[config.mk]
export PLATFORM = sky130hd
export DESIGN_NAME = fbsx_exec
export DESIGN_NICKNAME = d
export VERILOG_FILES = /design/src/fbsx_pkg.sv /design/src/fbsx_exec.sv /design/src/fbsx_target.sv /design/src/fbsx_bitset.sv
export SDC_FILE = /design/constraint.sdc
export NUM_CORES = 1
export LEC_CHECK = 0
export CORE_MARGIN = 2
export CORE_UTILIZATION = 69
export DETAILED_ROUTE_END_ITERATION = 10
export DONT_BUFFER_PORTS = 1
export HOLD_SLACK_MARGIN = 0.03
export PLACE_DENSITY = 0.95
export SYNTH_ARGS = -nofsm -noshare
export SYNTH_HDL_FRONTEND = slang
export SYNTH_SLANG_ARGS = --single-unit
[constraint.sdc]
create_clock -name clk -period 4.5 [get_ports clk]
set_input_delay 0.225 -clock clk [delete_from_list [all_inputs] [get_ports clk]]
set_output_delay 0.225 -clock clk [all_outputs]
set_load 0.02 [all_outputs]
[src/fbsx_pkg.sv]
// shared constants and types for the branch and bit-set execute slice
package fbsx_pkg;
	// ==========================================================
	// register map (byte addresses on the apb port)
	localparam logic [7:0] FBSX_CTRL_OFF = 8'h00;
	localparam logic [7:0] FBSX_BANK_OFF = 8'h04;
	localparam logic [7:0] FBSX_STAT_OFF = 8'h08;
	localparam logic [7:0] FBSX_TCNT_OFF = 8'h0C;
	localparam int FBSX_CTRL_EN_BIT = 0;
	localparam int FBSX_STAT_NOP_BIT = 0;
	localparam int FBSX_STAT_BUSY_BIT = 1;
	localparam int FBSX_STAT_PH_LSB = 4;
	localparam logic FBSX_CTRL_EN_RST = 1'b1;
	localparam logic [3:0] FBSX_BANK_RST = 4'h0;
	localparam logic [15:0] FBSX_TCNT_RST = 16'h0000;
	// ==========================================================
	// opcode fields
	localparam logic [7:0] FBSX_OP_NOT_NEG = 8'hE7;
	localparam logic [7:0] FBSX_OP_NO_OVF = 8'hE5;
	localparam logic [7:0] FBSX_OP_NOT_ZERO = 8'hE1;
	localparam logic [7:0] FBSX_OP_NO_CARRY = 8'hE3;
	localparam logic [3:0] FBSX_OP_ALWAYS = 4'hD;
	localparam logic [3:0] FBSX_OP_BITSET = 4'h8;
	localparam int FBSX_COND_OFF_W = 8;
	localparam int FBSX_ALW_OFF_W = 11;
	// ==========================================================
	// types
	typedef enum logic [1:0] {FBSX_Q1, FBSX_Q2, FBSX_Q3, FBSX_Q4} fbsx_phase_t;
	typedef enum logic [1:0] {
		FBSX_K_NONE, FBSX_K_COND, FBSX_K_ALWAYS, FBSX_K_BITSET
	} fbsx_kind_t;
endpackage

[src/fbsx_exec.sv]
// four-phase execute slice for flag branches, branch always and bit set
//
// Local design decisions: the APB slave port and the register offsets.
`timescale 1ns/100ps
// What this block does
// - opcode E7: branch only when negative flag clear, else fall through
// - opcode E5: branch only when overflow flag clear, else fall through
// - opcode E1: branch only when zero flag clear, else fall through
// - opcode E3: branch only when carry flag clear, else fall through
// - conditional taken target is incremented pc plus twice signed 8-bit offset
// - not taken costs one cycle; taken writes pc in Q4 then one nop cycle
// - top nibble D, bit 11 clear: always branch, 11-bit offset, two cycles
// - top nibble 8: read register, force chosen bit high, write back
// - access bit zero uses fixed bank; one uses bank select register
// - none of these instructions change any status flag
module fbsx_exec
	import fbsx_pkg::*;
#(
	parameter int PC_W = 21,
	parameter int BANK_W = 4,
	parameter logic [3:0] ACCESS_BANK = 4'h0
) (
	input wire logic clk,
	input wire logic reset,
	// apb register port
	input wire logic psel,
	input wire logic penable,
	input wire logic pwrite,
	input wire logic [7:0] paddr,
	input wire logic [31:0] pwdata,
	output logic [31:0] prdata,
	output logic pready,
	output logic pslverr,
	// instruction and core state
	input wire logic instr_valid,
	input wire logic [15:0] instr,
	input wire logic [PC_W-1:0] pc_incr,
	input wire logic flag_n,
	input wire logic flag_ov,
	input wire logic flag_z,
	input wire logic flag_c,
	output fbsx_pkg::fbsx_phase_t q_phase,
	output logic instr_hit,
	output logic nop_cycle,
	output logic pc_load,
	output logic [PC_W-1:0] pc_target,
	// banked data memory
	output logic [BANK_W+7:0] dmem_addr,
	output logic dmem_re,
	input wire logic [7:0] dmem_rdata,
	output logic dmem_we,
	output logic [7:0] dmem_wdata
);
	import fbsx_pkg::*;

	// ==========================================================
	// state
	fbsx_phase_t phase;
	fbsx_phase_t next_phase;
	fbsx_kind_t kind;
	fbsx_kind_t next_kind;
	logic [15:0] ir;
	logic exec_en;
	logic [BANK_W-1:0] bank_select_register;
	logic [15:0] taken_cnt;
	logic pend_nop;

	// ==========================================================
	// decode of the incoming word
	wire logic hi_nn, hi_nov, hi_nz, hi_nc, is_cond, is_always, is_bitset;
	wire logic take_q1;
	assign hi_nn = instr[15:8] == FBSX_OP_NOT_NEG;
	assign hi_nov = instr[15:8] == FBSX_OP_NO_OVF;
	assign hi_nz = instr[15:8] == FBSX_OP_NOT_ZERO;
	assign hi_nc = instr[15:8] == FBSX_OP_NO_CARRY;
	assign is_cond = hi_nn | hi_nov | hi_nz | hi_nc;
	assign is_always = (instr[15:12] == FBSX_OP_ALWAYS) & ~instr[11];
	assign is_bitset = instr[15:12] == FBSX_OP_BITSET;
	// a valid word is taken at Q1 while exec_en is set, unless the slot is the nop after a branch
	assign take_q1 = (phase == FBSX_Q1) & instr_valid & exec_en & ~pend_nop;
	assign instr_hit = take_q1 & (is_cond | is_always | is_bitset);

	always_comb begin
		next_kind = FBSX_K_NONE;
		if (is_cond)
			next_kind = FBSX_K_COND;
		else if (is_always)
			next_kind = FBSX_K_ALWAYS;
		else if (is_bitset)
			next_kind = FBSX_K_BITSET;
	end

	// ==========================================================
	// phase sequencer, one instruction cycle is four clocks
	always_comb begin
		case (phase)
			FBSX_Q1: next_phase = FBSX_Q2;
			FBSX_Q2: next_phase = FBSX_Q3;
			FBSX_Q3: next_phase = FBSX_Q4;
			FBSX_Q4: next_phase = FBSX_Q1;
			default: next_phase = FBSX_Q1;
		endcase
	end

	always_ff @(posedge clk or posedge reset) begin
		if (reset)
			phase <= FBSX_Q1;
		else
			phase <= next_phase;
	end
	assign q_phase = phase;

	// latch the instruction at the Q1 edge, drop it after Q4
	always_ff @(posedge clk or posedge reset) begin
		if (reset) begin
			ir <= 16'h0000;
			kind <= FBSX_K_NONE;
		end else if (take_q1) begin
			ir <= instr;
			kind <= next_kind;
		end else if (phase == FBSX_Q4) begin
			kind <= FBSX_K_NONE;
		end
	end

	// ==========================================================
	// branch condition, flags are only read here
	wire logic cond_true, br_taken;
	assign cond_true = (ir[15:8] == FBSX_OP_NOT_NEG) ? ~flag_n :
		(ir[15:8] == FBSX_OP_NO_OVF) ? ~flag_ov :
		(ir[15:8] == FBSX_OP_NOT_ZERO) ? ~flag_z :
		~flag_c;
	assign br_taken = (kind == FBSX_K_ALWAYS) |
		((kind == FBSX_K_COND) & cond_true);

	wire logic [PC_W-1:0] tgt_cond, tgt_alw;
	fbsx_target #(.PC_W(PC_W), .OFF_W(FBSX_COND_OFF_W)) u_tgt_cond (
		.pc_incr(pc_incr),
		.offset(ir[7:0]),
		.target(tgt_cond)
	);
	fbsx_target #(.PC_W(PC_W), .OFF_W(FBSX_ALW_OFF_W)) u_tgt_alw (
		.pc_incr(pc_incr),
		.offset(ir[10:0]),
		.target(tgt_alw)
	);

	// pc is written during Q4 of a taken branch
	always_ff @(posedge clk or posedge reset) begin
		if (reset) begin
			pc_load <= 1'b0;
			pc_target <= '0;
		end else begin
			pc_load <= (phase == FBSX_Q3) & br_taken;
			if ((phase == FBSX_Q3) & br_taken)
				pc_target <= (kind == FBSX_K_ALWAYS) ? tgt_alw : tgt_cond;
		end
	end

	// second cycle of a taken branch does nothing
	always_ff @(posedge clk or posedge reset) begin
		if (reset)
			pend_nop <= 1'b0;
		else if (phase == FBSX_Q4)
			pend_nop <= pc_load;
	end
	assign nop_cycle = pend_nop;

	// ==========================================================
	// bit set: address and read strobe in Q2, read data taken in Q3, write back in Q4
	wire logic [BANK_W+7:0] bs_addr;
	wire logic [7:0] bs_data;
	fbsx_bitset #(.BANK_W(BANK_W), .ACCESS_BANK(ACCESS_BANK)) u_bitset (
		.reg_addr(instr[7:0]),
		.access_sel(instr[8]),
		.bank_sel(bank_select_register),
		.bit_index(ir[11:9]),
		.data_in(dmem_rdata),
		.mem_addr(bs_addr),
		.data_out(bs_data)
	);

	always_ff @(posedge clk or posedge reset) begin
		if (reset) begin
			dmem_addr <= '0;
			dmem_re <= 1'b0;
			dmem_we <= 1'b0;
			dmem_wdata <= 8'h00;
		end else begin
			if (take_q1 & is_bitset)
				dmem_addr <= bs_addr;
			dmem_re <= take_q1 & is_bitset;
			dmem_we <= (phase == FBSX_Q3) & (kind == FBSX_K_BITSET);
			if ((phase == FBSX_Q3) & (kind == FBSX_K_BITSET))
				dmem_wdata <= bs_data;
		end
	end

	// ==========================================================
	// apb slave, zero wait states
	wire logic wr_acc, rd_setup, hit_ctrl, hit_bank, hit_stat, hit_tcnt;
	wire logic addr_hit, cnt_inc, cnt_clr;
	wire logic [31:0] rd_mux;
	assign hit_ctrl = paddr == FBSX_CTRL_OFF;
	assign hit_bank = paddr == FBSX_BANK_OFF;
	assign hit_stat = paddr == FBSX_STAT_OFF;
	assign hit_tcnt = paddr == FBSX_TCNT_OFF;
	assign addr_hit = hit_ctrl | hit_bank | hit_stat | hit_tcnt;
	assign wr_acc = psel & penable & pwrite & addr_hit;
	assign rd_setup = psel & ~penable & ~pwrite;
	assign pready = psel & penable;
	assign pslverr = psel & penable & ~addr_hit;
	assign rd_mux = hit_ctrl ? {31'h0, exec_en} :
		hit_bank ? {{(32-BANK_W){1'b0}}, bank_select_register} :
		hit_stat ? {26'h0, phase, 2'h0, kind != FBSX_K_NONE, pend_nop} :
		hit_tcnt ? {16'h0, taken_cnt} : 32'h0;
	assign cnt_inc = pc_load;
	assign cnt_clr = wr_acc & hit_tcnt;

	// read data is captured in the setup cycle
	always_ff @(posedge clk or posedge reset) begin
		if (reset)
			prdata <= 32'h0;
		else if (rd_setup)
			prdata <= rd_mux;
	end

	// control and bank registers
	always_ff @(posedge clk or posedge reset) begin
		if (reset) begin
			exec_en <= FBSX_CTRL_EN_RST;
			bank_select_register <= FBSX_BANK_RST[BANK_W-1:0];
		end else begin
			if (wr_acc & hit_ctrl)
				exec_en <= pwdata[FBSX_CTRL_EN_BIT];
			if (wr_acc & hit_bank)
				bank_select_register <= pwdata[BANK_W-1:0];
		end
	end

	// taken branch counter, a clear with a count in the same cycle leaves it at one
	always_ff @(posedge clk or posedge reset) begin
		if (reset)
			taken_cnt <= FBSX_TCNT_RST;
		else if (cnt_clr)
			taken_cnt <= cnt_inc ? 16'h0001 : 16'h0000;
		else if (cnt_inc)
			taken_cnt <= taken_cnt + 16'h0001;
	end

	logic [PC_W-1:0] chk_cond_tgt;
	assign chk_cond_tgt = pc_incr + {{(PC_W-9){ir[7]}}, ir[7:0], 1'b0};
endmodule // fbsx_exec

[src/fbsx_target.sv]
// relative branch target adder: incremented pc plus twice a signed offset
`timescale 1ns/100ps
module fbsx_target #(
	parameter int PC_W = 21,
	parameter int OFF_W = 8
) (
	input wire logic [PC_W-1:0] pc_incr,
	input wire logic [OFF_W-1:0] offset,
	output logic [PC_W-1:0] target
);
	wire logic [PC_W-1:0] ext_off;
	wire logic [PC_W-1:0] dbl_off;
	// sign extend, then double; the sum wraps in pc width
	assign ext_off = {{(PC_W-OFF_W){offset[OFF_W-1]}}, offset};
	assign dbl_off = {ext_off[PC_W-2:0], 1'b0};
	assign target = pc_incr + dbl_off;
endmodule // fbsx_target

[src/fbsx_bitset.sv]
// bit-set data path: banked address forming and single bit force
`timescale 1ns/100ps
module fbsx_bitset #(
	parameter int BANK_W = 4,
	parameter logic [3:0] ACCESS_BANK = 4'h0
) (
	input wire logic [7:0] reg_addr,
	input wire logic access_sel,
	input wire logic [BANK_W-1:0] bank_sel,
	input wire logic [2:0] bit_index,
	input wire logic [7:0] data_in,
	output logic [BANK_W+7:0] mem_addr,
	output logic [7:0] data_out
);
	wire logic [BANK_W-1:0] bank_used;
	// access select low ignores the bank select register
	assign bank_used = access_sel ? bank_sel : ACCESS_BANK[BANK_W-1:0];
	assign mem_addr = {bank_used, reg_addr};
	// only the chosen bit is forced high
	assign data_out = data_in | (8'h01 << bit_index);
endmodule // fbsx_bitset

==> flow_summary.toml, run 1 <==
[floorplan]
die-area_um2 = 8430
chipWidth_um = 91.8
row_count = 32
core_um2 = 7610
die_h_um = 91.8
io_pins = 177
initial_core_util_pct = 69.9

[grt]
grt_max_degree = 64
grt_use_total_pct = 30.1
overflow = 0
use_met1_pct = 38.1
grt_use_met2_pct = 51.1
antenna_found_initial = 0
grt.busiest_layer = "met2"
grt_pass1_vias = 4282
grt_pass1_wl_um = 20200
grt_use_met3_pct = 5.59

[placed_design]
port_buffers = 0
routabilityCongestion = 0.928
dp_hpwl_um = 8800
dpl-instance-area_um2 = 5340

[sta]
finalHoldViolations = 0
min_period_ns = 3.40
max_freq_mhz = 294
skew_ns = 0.0146
grt_setup_unrepaired = "no"
setup_viol_count_final = 0
timing.final.max_slew_violations = 0
tns_ns = 0
min_period_over_period_pct = 75.6
worst_pin_slew_ns = 0.772
relSlewSlack_pct = 48.6

[worst_setup_path]
cp_slowest_stage_delay_ns = 0.45
worst_setup_path_start_kind = "flip-flop"
cp.arrival_ns = 3.62
path_cells = "and2b_1, nand2b_1, a21boi_0, inv_1, ha_1, a21o_1, a21oi_1, nand2_1, a211o_1, a31oi_1, xor2_1, o21ai_0"
slowest_stage = "ha_1"
critPathCaptureType = "flip-flop"
crit_path_max_fanout = 10
critPathKind = "reg -> reg"
rrSetupSlack_ns = 1.10
worstPathRequired_ns = 4.72
critical_path.top_delay_family = "compound AO/OA/AOI/OAI gates"
crit_buf_inv = 1

[synthesis]
synth.distinct_cells = 60
synth_top_area_share_pct = 47.5
avgSynthCellArea_um2 = 9.48
synth_top_cell_by_area = "dfrtp_1"
ys_warn_count = 0
synth_edf_count = 0
synth-main-ff-cell = "dfrtp_1"
postSynthCellCount = 561
ys_top_cells_by_area = "dfrtp_1 48%, nand2_1 9.7%, ha_1 5.9%"
yosysSeqAreaShare_pct = 48.0
synth-seq-cells = 102
synthArstFlopShare_pct = 100
synth.cell_area_um2 = 5320

[detailed_routing]
drc_errors = 0
dr_total_vias = 4241
vias_per_cell = 6.14
drt_iter0_drc = 286
routed_wl_um = 12400
ant_nets = 0
wl_per_cell_um = 17.9
dr.pass1.iters = 7

[clock_network]
cts_buffer_depth = 2
cts_setup_buffers = 0
cts_root_buffer = "clkbuf_8"
htree_levels = 3
cts_buffers = 9
clock_latency_ns = 0.37
cts_sinks = 102
cts_tree = "done"
cts.clk_slew.worst_paths_ns = 0.10

[final_layout]
regArea_um2 = 2550
synthToLayoutAreaGrowth_pct = 8.68
layout.nets = 705
fillers = 540
diodes = 0
multi_input_area_um2 = 2570
final_layout_size_suffix_gt1_share_pct = 6.45
fin_area_um2 = 5780

[run_status]
status = "finished clean"

[worst_hold_path]
hold_class = "in -> reg"

[run]
drv_cap = 0

[power]
p_leak_nw = 2.90
vdd_drop_max_uv = 217
power_density_nw_per_um2 = 286
==> placed cells by master, fill, tap and decap left out, drive strengths merged, types with 7 or more instances in the layout <==
| cell type | netlist | routed |
|---|---|---|
| nand2 | 137 | 137 |
| dfrtp | 101 | 101 |
| o21ai | 45 | 45 |
| nor2 | 29 | 29 |
| a21oi | 26 | 26 |
| ha | 25 | 25 |
| dlygate4sd3 | 0 | 25 |
| inv | 14 | 18 |
| xor2 | 16 | 16 |
| conb | 1 | 16 |
| xnor2 | 13 | 13 |
| a21o | 12 | 12 |
| a22o | 12 | 12 |
| clkbuf | 8 | 10 |
| and3 | 9 | 9 |
| nand4 | 7 | 7 |
| mux2 | 7 | 7 |
==> kinds of logic (layout without fill, tap and decap cells) <==
kind of cell	count (synthesis)	after routing	share of synthesized area, %
flip-flops	102	102	48.0
XOR/XNOR	29	29	4.77
other	1	16	0.0705
adder cells (fa/ha/maj)	26	26	6.26
multiplexers	14	14	3.03
AND/OR/NAND/NOR	215	215	17.9
buffers and inverters	48	61	4.92
AO/OA/AOI/OAI	126	126	15.1
==> per-layer routing <==
layer / share of wire [%] / wire [um]
met5: 0 / 0
met4: 2.7 / 338
met3: 6.0 / 740
met2: 49 / 6090
met1: 42 / 5190
==> path summary, 6_finish.rpt <==
check	from	end	depth (start not counted)
min in group asynchronous	reset	dmem_we	2
max	kind[0]	pc_target[18]	12
min	dmem_rdata[5]	dmem_wdata[5]	2
max reg2reg	kind[0]	pc_target[18]	12
min reg2reg	ir[12]	ir[12]	2
max in group asynchronous	reset	exec_en	3
==> cells in the mapped netlist (2+ instances only) <==
cell / instances
a211o_1: 2
a211oi_1: 2
a21boi_0: 2
a21o_1: 12
a21oi_1: 26
a222oi_1: 2
a22o_1: 12
a31oi_1: 6
and2b_2: 2
and3_1: 7
and3_2: 2
buf_2: 5
buf_4: 18
clkbuf_1: 8
clkinv_1: 2
dfrtp_1: 101
ha_1: 25
inv_1: 14
mux2_2: 7
mux2i_1: 6
nand2_1: 137
nand2b_1: 4
nand3_1: 6
nand3b_1: 2
nand4_1: 7
nand4b_1: 2
nor2_1: 29
nor3_1: 4
nor3b_1: 2
o21a_1: 3
o21ai_0: 44
o21bai_1: 3
o41ai_1: 2
or3_1: 2
xnor2_1: 13
xor2_1: 16
==> power by group <==
| group | switching [W] | internal, W | total [W] |
|---|---|---|---|
| registers | 0.0000129 | 0.000926 | 0.000939 |
| logic | 0.0000922 | 0.0000587 | 0.000151 |
| clock network | 0.000336 | 0.000227 | 0.000563 |
| total | 0.000441 | 0.00121 | 0.00165 |
==> layout make-up <==
cell class / instances / share of cell area, %
repair buffers: 29 / 4.85
flip-flops and latches: 102 / 44.2
clock buffers: 10 / 2.38
inverters: 16 / 1.08
well taps: 102 / 2.21
multi-input cells: 426 / 44.4
clock inverters: 6 / 0.887
==> flip-flops by register name, summed over array words and instances (netlist names) <==
name,count
bank_select_register,4
dmem_addr,12
dmem_re,1
dmem_wdata,8
dmem_we,1
exec_en,1
ir,16
kind,2
nop_cycle,1
pc_load,1
pc_target,21
prdata,16
q_phase,2
taken_cnt,16
==> through the flow <==
stage,power [W],worst slack (ns),hold slack [ns],std cells,utilization (%)
4_1_cts,0.00165,1.14,0.0304,691,76.0
3_3_place_gp,0.00108,1.33,0.276,650,70.2
5_1_grt,0.00171,0.857,0.0587,691,76.0
2_1_floorplan,0.00107,1.60,0.322,576,-
3_5_place_dp,0.00109,1.18,0.295,650,70.2
6_report,0.00165,1.10,0.0399,691,76.0
==> timing repair <==
item | in CTS | in global routing
hold endpoints to repair | 99 | 0
hold buffers | 25 | 0
resized for setup | 0 | 0
(Power assumes the default switching activity.)
==> inputs of run 2 (changes only) <==
- ABC_AREA: default -> 1
- CORE_UTILIZATION: 69 -> 64
- PLACE_DENSITY: 0.95 -> 0.9
- clock period: 4.5 -> 3.3 ns (I/O delays scaled with it)
==> run 2 against run 1 <==
Against the previous run: total power increased by 86%; clock skew grew 0.0016 ns; clock power rose by 47%; critical path depth fell by 6; wire length up 16%; clock-buffer cell count fell by 1; critical endpoint is now instr_hit.
==> flow_summary.toml, run 2 <==
[sta]
worst_pin_slew_ns = 0.941
skew_ns = 0.0162
max_freq_mhz = 377
grt_setup_unrepaired = "no"
min_period_ns = 2.65
fin_hold_ws_ns = 0.0643
min_period_over_period_pct = 80.4
setup_ws_ns = 0.648
tns_ns = 0
setup_viol_count_final = 0
timing.final.max_slew_violations = 0
finalHoldViolations = 0
relSlewSlack_pct = 37.2

[worst_setup_path]
cp.arrival_ns = 2.49
worst_setup_path_start_kind = "flip-flop"
crit_start = "q_phase[0]"
r2r-end = "dmem_addr[11]"
rr_worst_depth = 7
rrSetupSlack_ns = 0.81
worstPathRequired_ns = 3.13
cp-endpoint = "instr_hit"
crit_path_max_fanout = 13
critPathKind = "reg -> out"
r2r_start = "q_phase[0]"
critPathCaptureType = "output port"

[placed_design]
dp_slack_ns = 0.857
routabilityCongestion = 0.918
dp_hpwl_um = 10400
port_buffers = 0

[power]
power_frac_seq_pct = 52.0
clockPowerShare_pct = 27.0
p_sw_w = 0.00109
combPwrFrac_pct = 21.1
p_leak_nw = 3.62
power_density_nw_per_um2 = 457
switching_share_pct = 35.6
power.internal_w = 0.00198
vdd_drop_max_uv = 230

[synthesis]
synth_commonest_cells = "288 x nand2_1, 123 x inv_1, 101 x dfrtp_1, 59 x o21ai_0, 55 x nand3_1"
avgSynthCellArea_um2 = 7.29
synth-seq-cells = 102
synth.distinct_cells = 41
synth_top_area_share_pct = 41.2
synth.cell_area_um2 = 6140
postSynthCellCount = 842
ys_top_cells_by_area = "dfrtp_1 41%, nand2_1 18%, inv_1 7.5%"
synth_edf_count = 0
yosysSeqAreaShare_pct = 41.6
ys_warn_count = 0
synth_top_cell_by_area = "dfrtp_1"
yosysMostFrequentCell = "nand2_1"
synthArstFlopShare_pct = 100
synth-main-ff-cell = "dfrtp_1"

[final_layout]
layout.nets = 997
regMostFlops = "pc_target"
largest_register_ffs = 21
diodes = 0
final_common_cell = "nand2_1"
synthToLayoutAreaGrowth_pct = 9.69
final_cell_mix = "288 x nand2_1, 122 x inv_1, 101 x dfrtp_1"
fillers = 747
final_layout_size_suffix_gt1_share_pct = 6.13

[floorplan]
die_h_um = 102
core_um2 = 9280
row_count = 35
die-area_um2 = 10400
chipWidth_um = 102
initial_core_util_pct = 66.1
io_pins = 177

[detailed_routing]
wl_per_cell_um = 14.2
drt_iter0_drc = 272
drc_errors = 0
dr.pass1.iters = 5
ant_nets = 0
routed_wl_um = 14300
vias_per_cell = 5.37
dr_total_vias = 5422

[clock_network]
cts_setup_buffers = 0
clock_latency_ns = 0.36
cts.clk_slew.worst_paths_ns = 0.11
cts_tree = "done"
htree_levels = 3
cts_sinks = 102
cts_buffer_depth = 2
cts_root_buffer = "clkbuf_8"
cts_buffers = 9

[grt]
antenna_found_initial = 0
overflow = 0
grt_pass1_vias = 5035
grt_use_total_pct = 28.1
grt_pass1_wl_um = 23000
grt_max_degree = 81

[run_status]
status = "finished clean"

[run]
drv_cap = 0

[worst_hold_path]
hold_class = "in -> reg"
==> run 2: cell types whose count changed after synthesis, moves of 9 or more <==
cell | previous run | this run
nand2_1 | 137 | 288
nor3_1 | 4 | 17
a21o_1 | 12 | 0
o21ai_0 | 44 | 59
nand3_1 | 6 | 55
inv_1 | 14 | 123
a21oi_1 | 26 | 16
xnor2_1 | 13 | 2
a22o_1 | 12 | 0
nand2_2 | 0 | 9
nand4_1 | 7 | 17
nor2_1 | 29 | 48
==> run 2: area by class of cell <==
class,instances,area [um^2],area share [%]
well taps,129,161,2.40
flip-flops and latches,102,2550,37.9
multi-input cells,599,2970,44.1
repair buffers,36,350,5.21
clock inverters,7,90.1,1.34
clock buffers,9,124,1.84
inverters,128,483,7.18
==> run 2: timing repair <==
| item | CTS | global route |
|---|---|---|
| hold endpoints to repair | 123 | 0 |
| hold buffers | 32 | 0 |
| resized for setup | 0 | 0 |
==> run 2: cell families after synthesis <==
family                     Yosys count  synth area share, %
DFF                                102                 41.6
other                                1               0.0611
xor gates and xnor gates            16                 2.28
buffers and inverters              156                 10.9
adders and majority gates           26                 5.42
AOI/OAI and AO/OA                   85                 7.40
and+or+nand+nor                    456                 32.3
==> run 2: critical path, cell delays in order (launching register included) <==
cell and delay [ns]:
dfrtp_1 0.50, inv_1 0.15, ha_1 0.18, nand4_1 0.45, inv_1 0.49, a21oi_1 0.16, nand2_1 0.20
==> run 2: metal layers <==
layer / part of all wire, % / GRT usage, %
met3: 8.3 / 5.75
met4: 1.2 / 7.38
met5: 0 / 0
met2: 48 / 46.7
met1: 43 / 37.8
==> run 2: worst min-delay path by stage <==
stage / from / to / slack [ns] / depth (start not counted)
floorplan: instr[15] / ir[15] / 0.27 / 2
global placement: instr[15] / ir[15] / 0.28 / 2
detailed placement: instr[15] / ir[15] / 0.28 / 2
CTS: pc_incr[1] / pc_target[1] / 0.05 / 3
global route: pc_incr[1] / pc_target[1] / 0.07 / 3
finish: pc_incr[1] / pc_target[1] / 0.06 / 3
==> run 2: power groups by stage <==
stage / Combinational [W] / Sequential, W / Clock (W)
2_1_floorplan: 0.000513 / 0.00160 / 0
3_3_place_gp: 0.000595 / 0.00162 / 0
3_5_place_dp: 0.000610 / 0.00162 / 0
4_1_cts: 0.000643 / 0.00160 / 0.000841
5_1_grt: 0.000751 / 0.00162 / 0.000899
6_report: 0.000649 / 0.00160 / 0.000830
==> run 2: metrics by stage <==
stage	total power [W]	util [%]	cells	instance area (um^2)
global route	0.00327	72.5	1010	6730
finish	0.00308	72.5	1010	6730
detailed placement	0.00223	66.7	962	6200
global placement	0.00221	66.7	962	6200
CTS	0.00308	72.5	1010	6730
floorplan	0.00211	-	857	6190
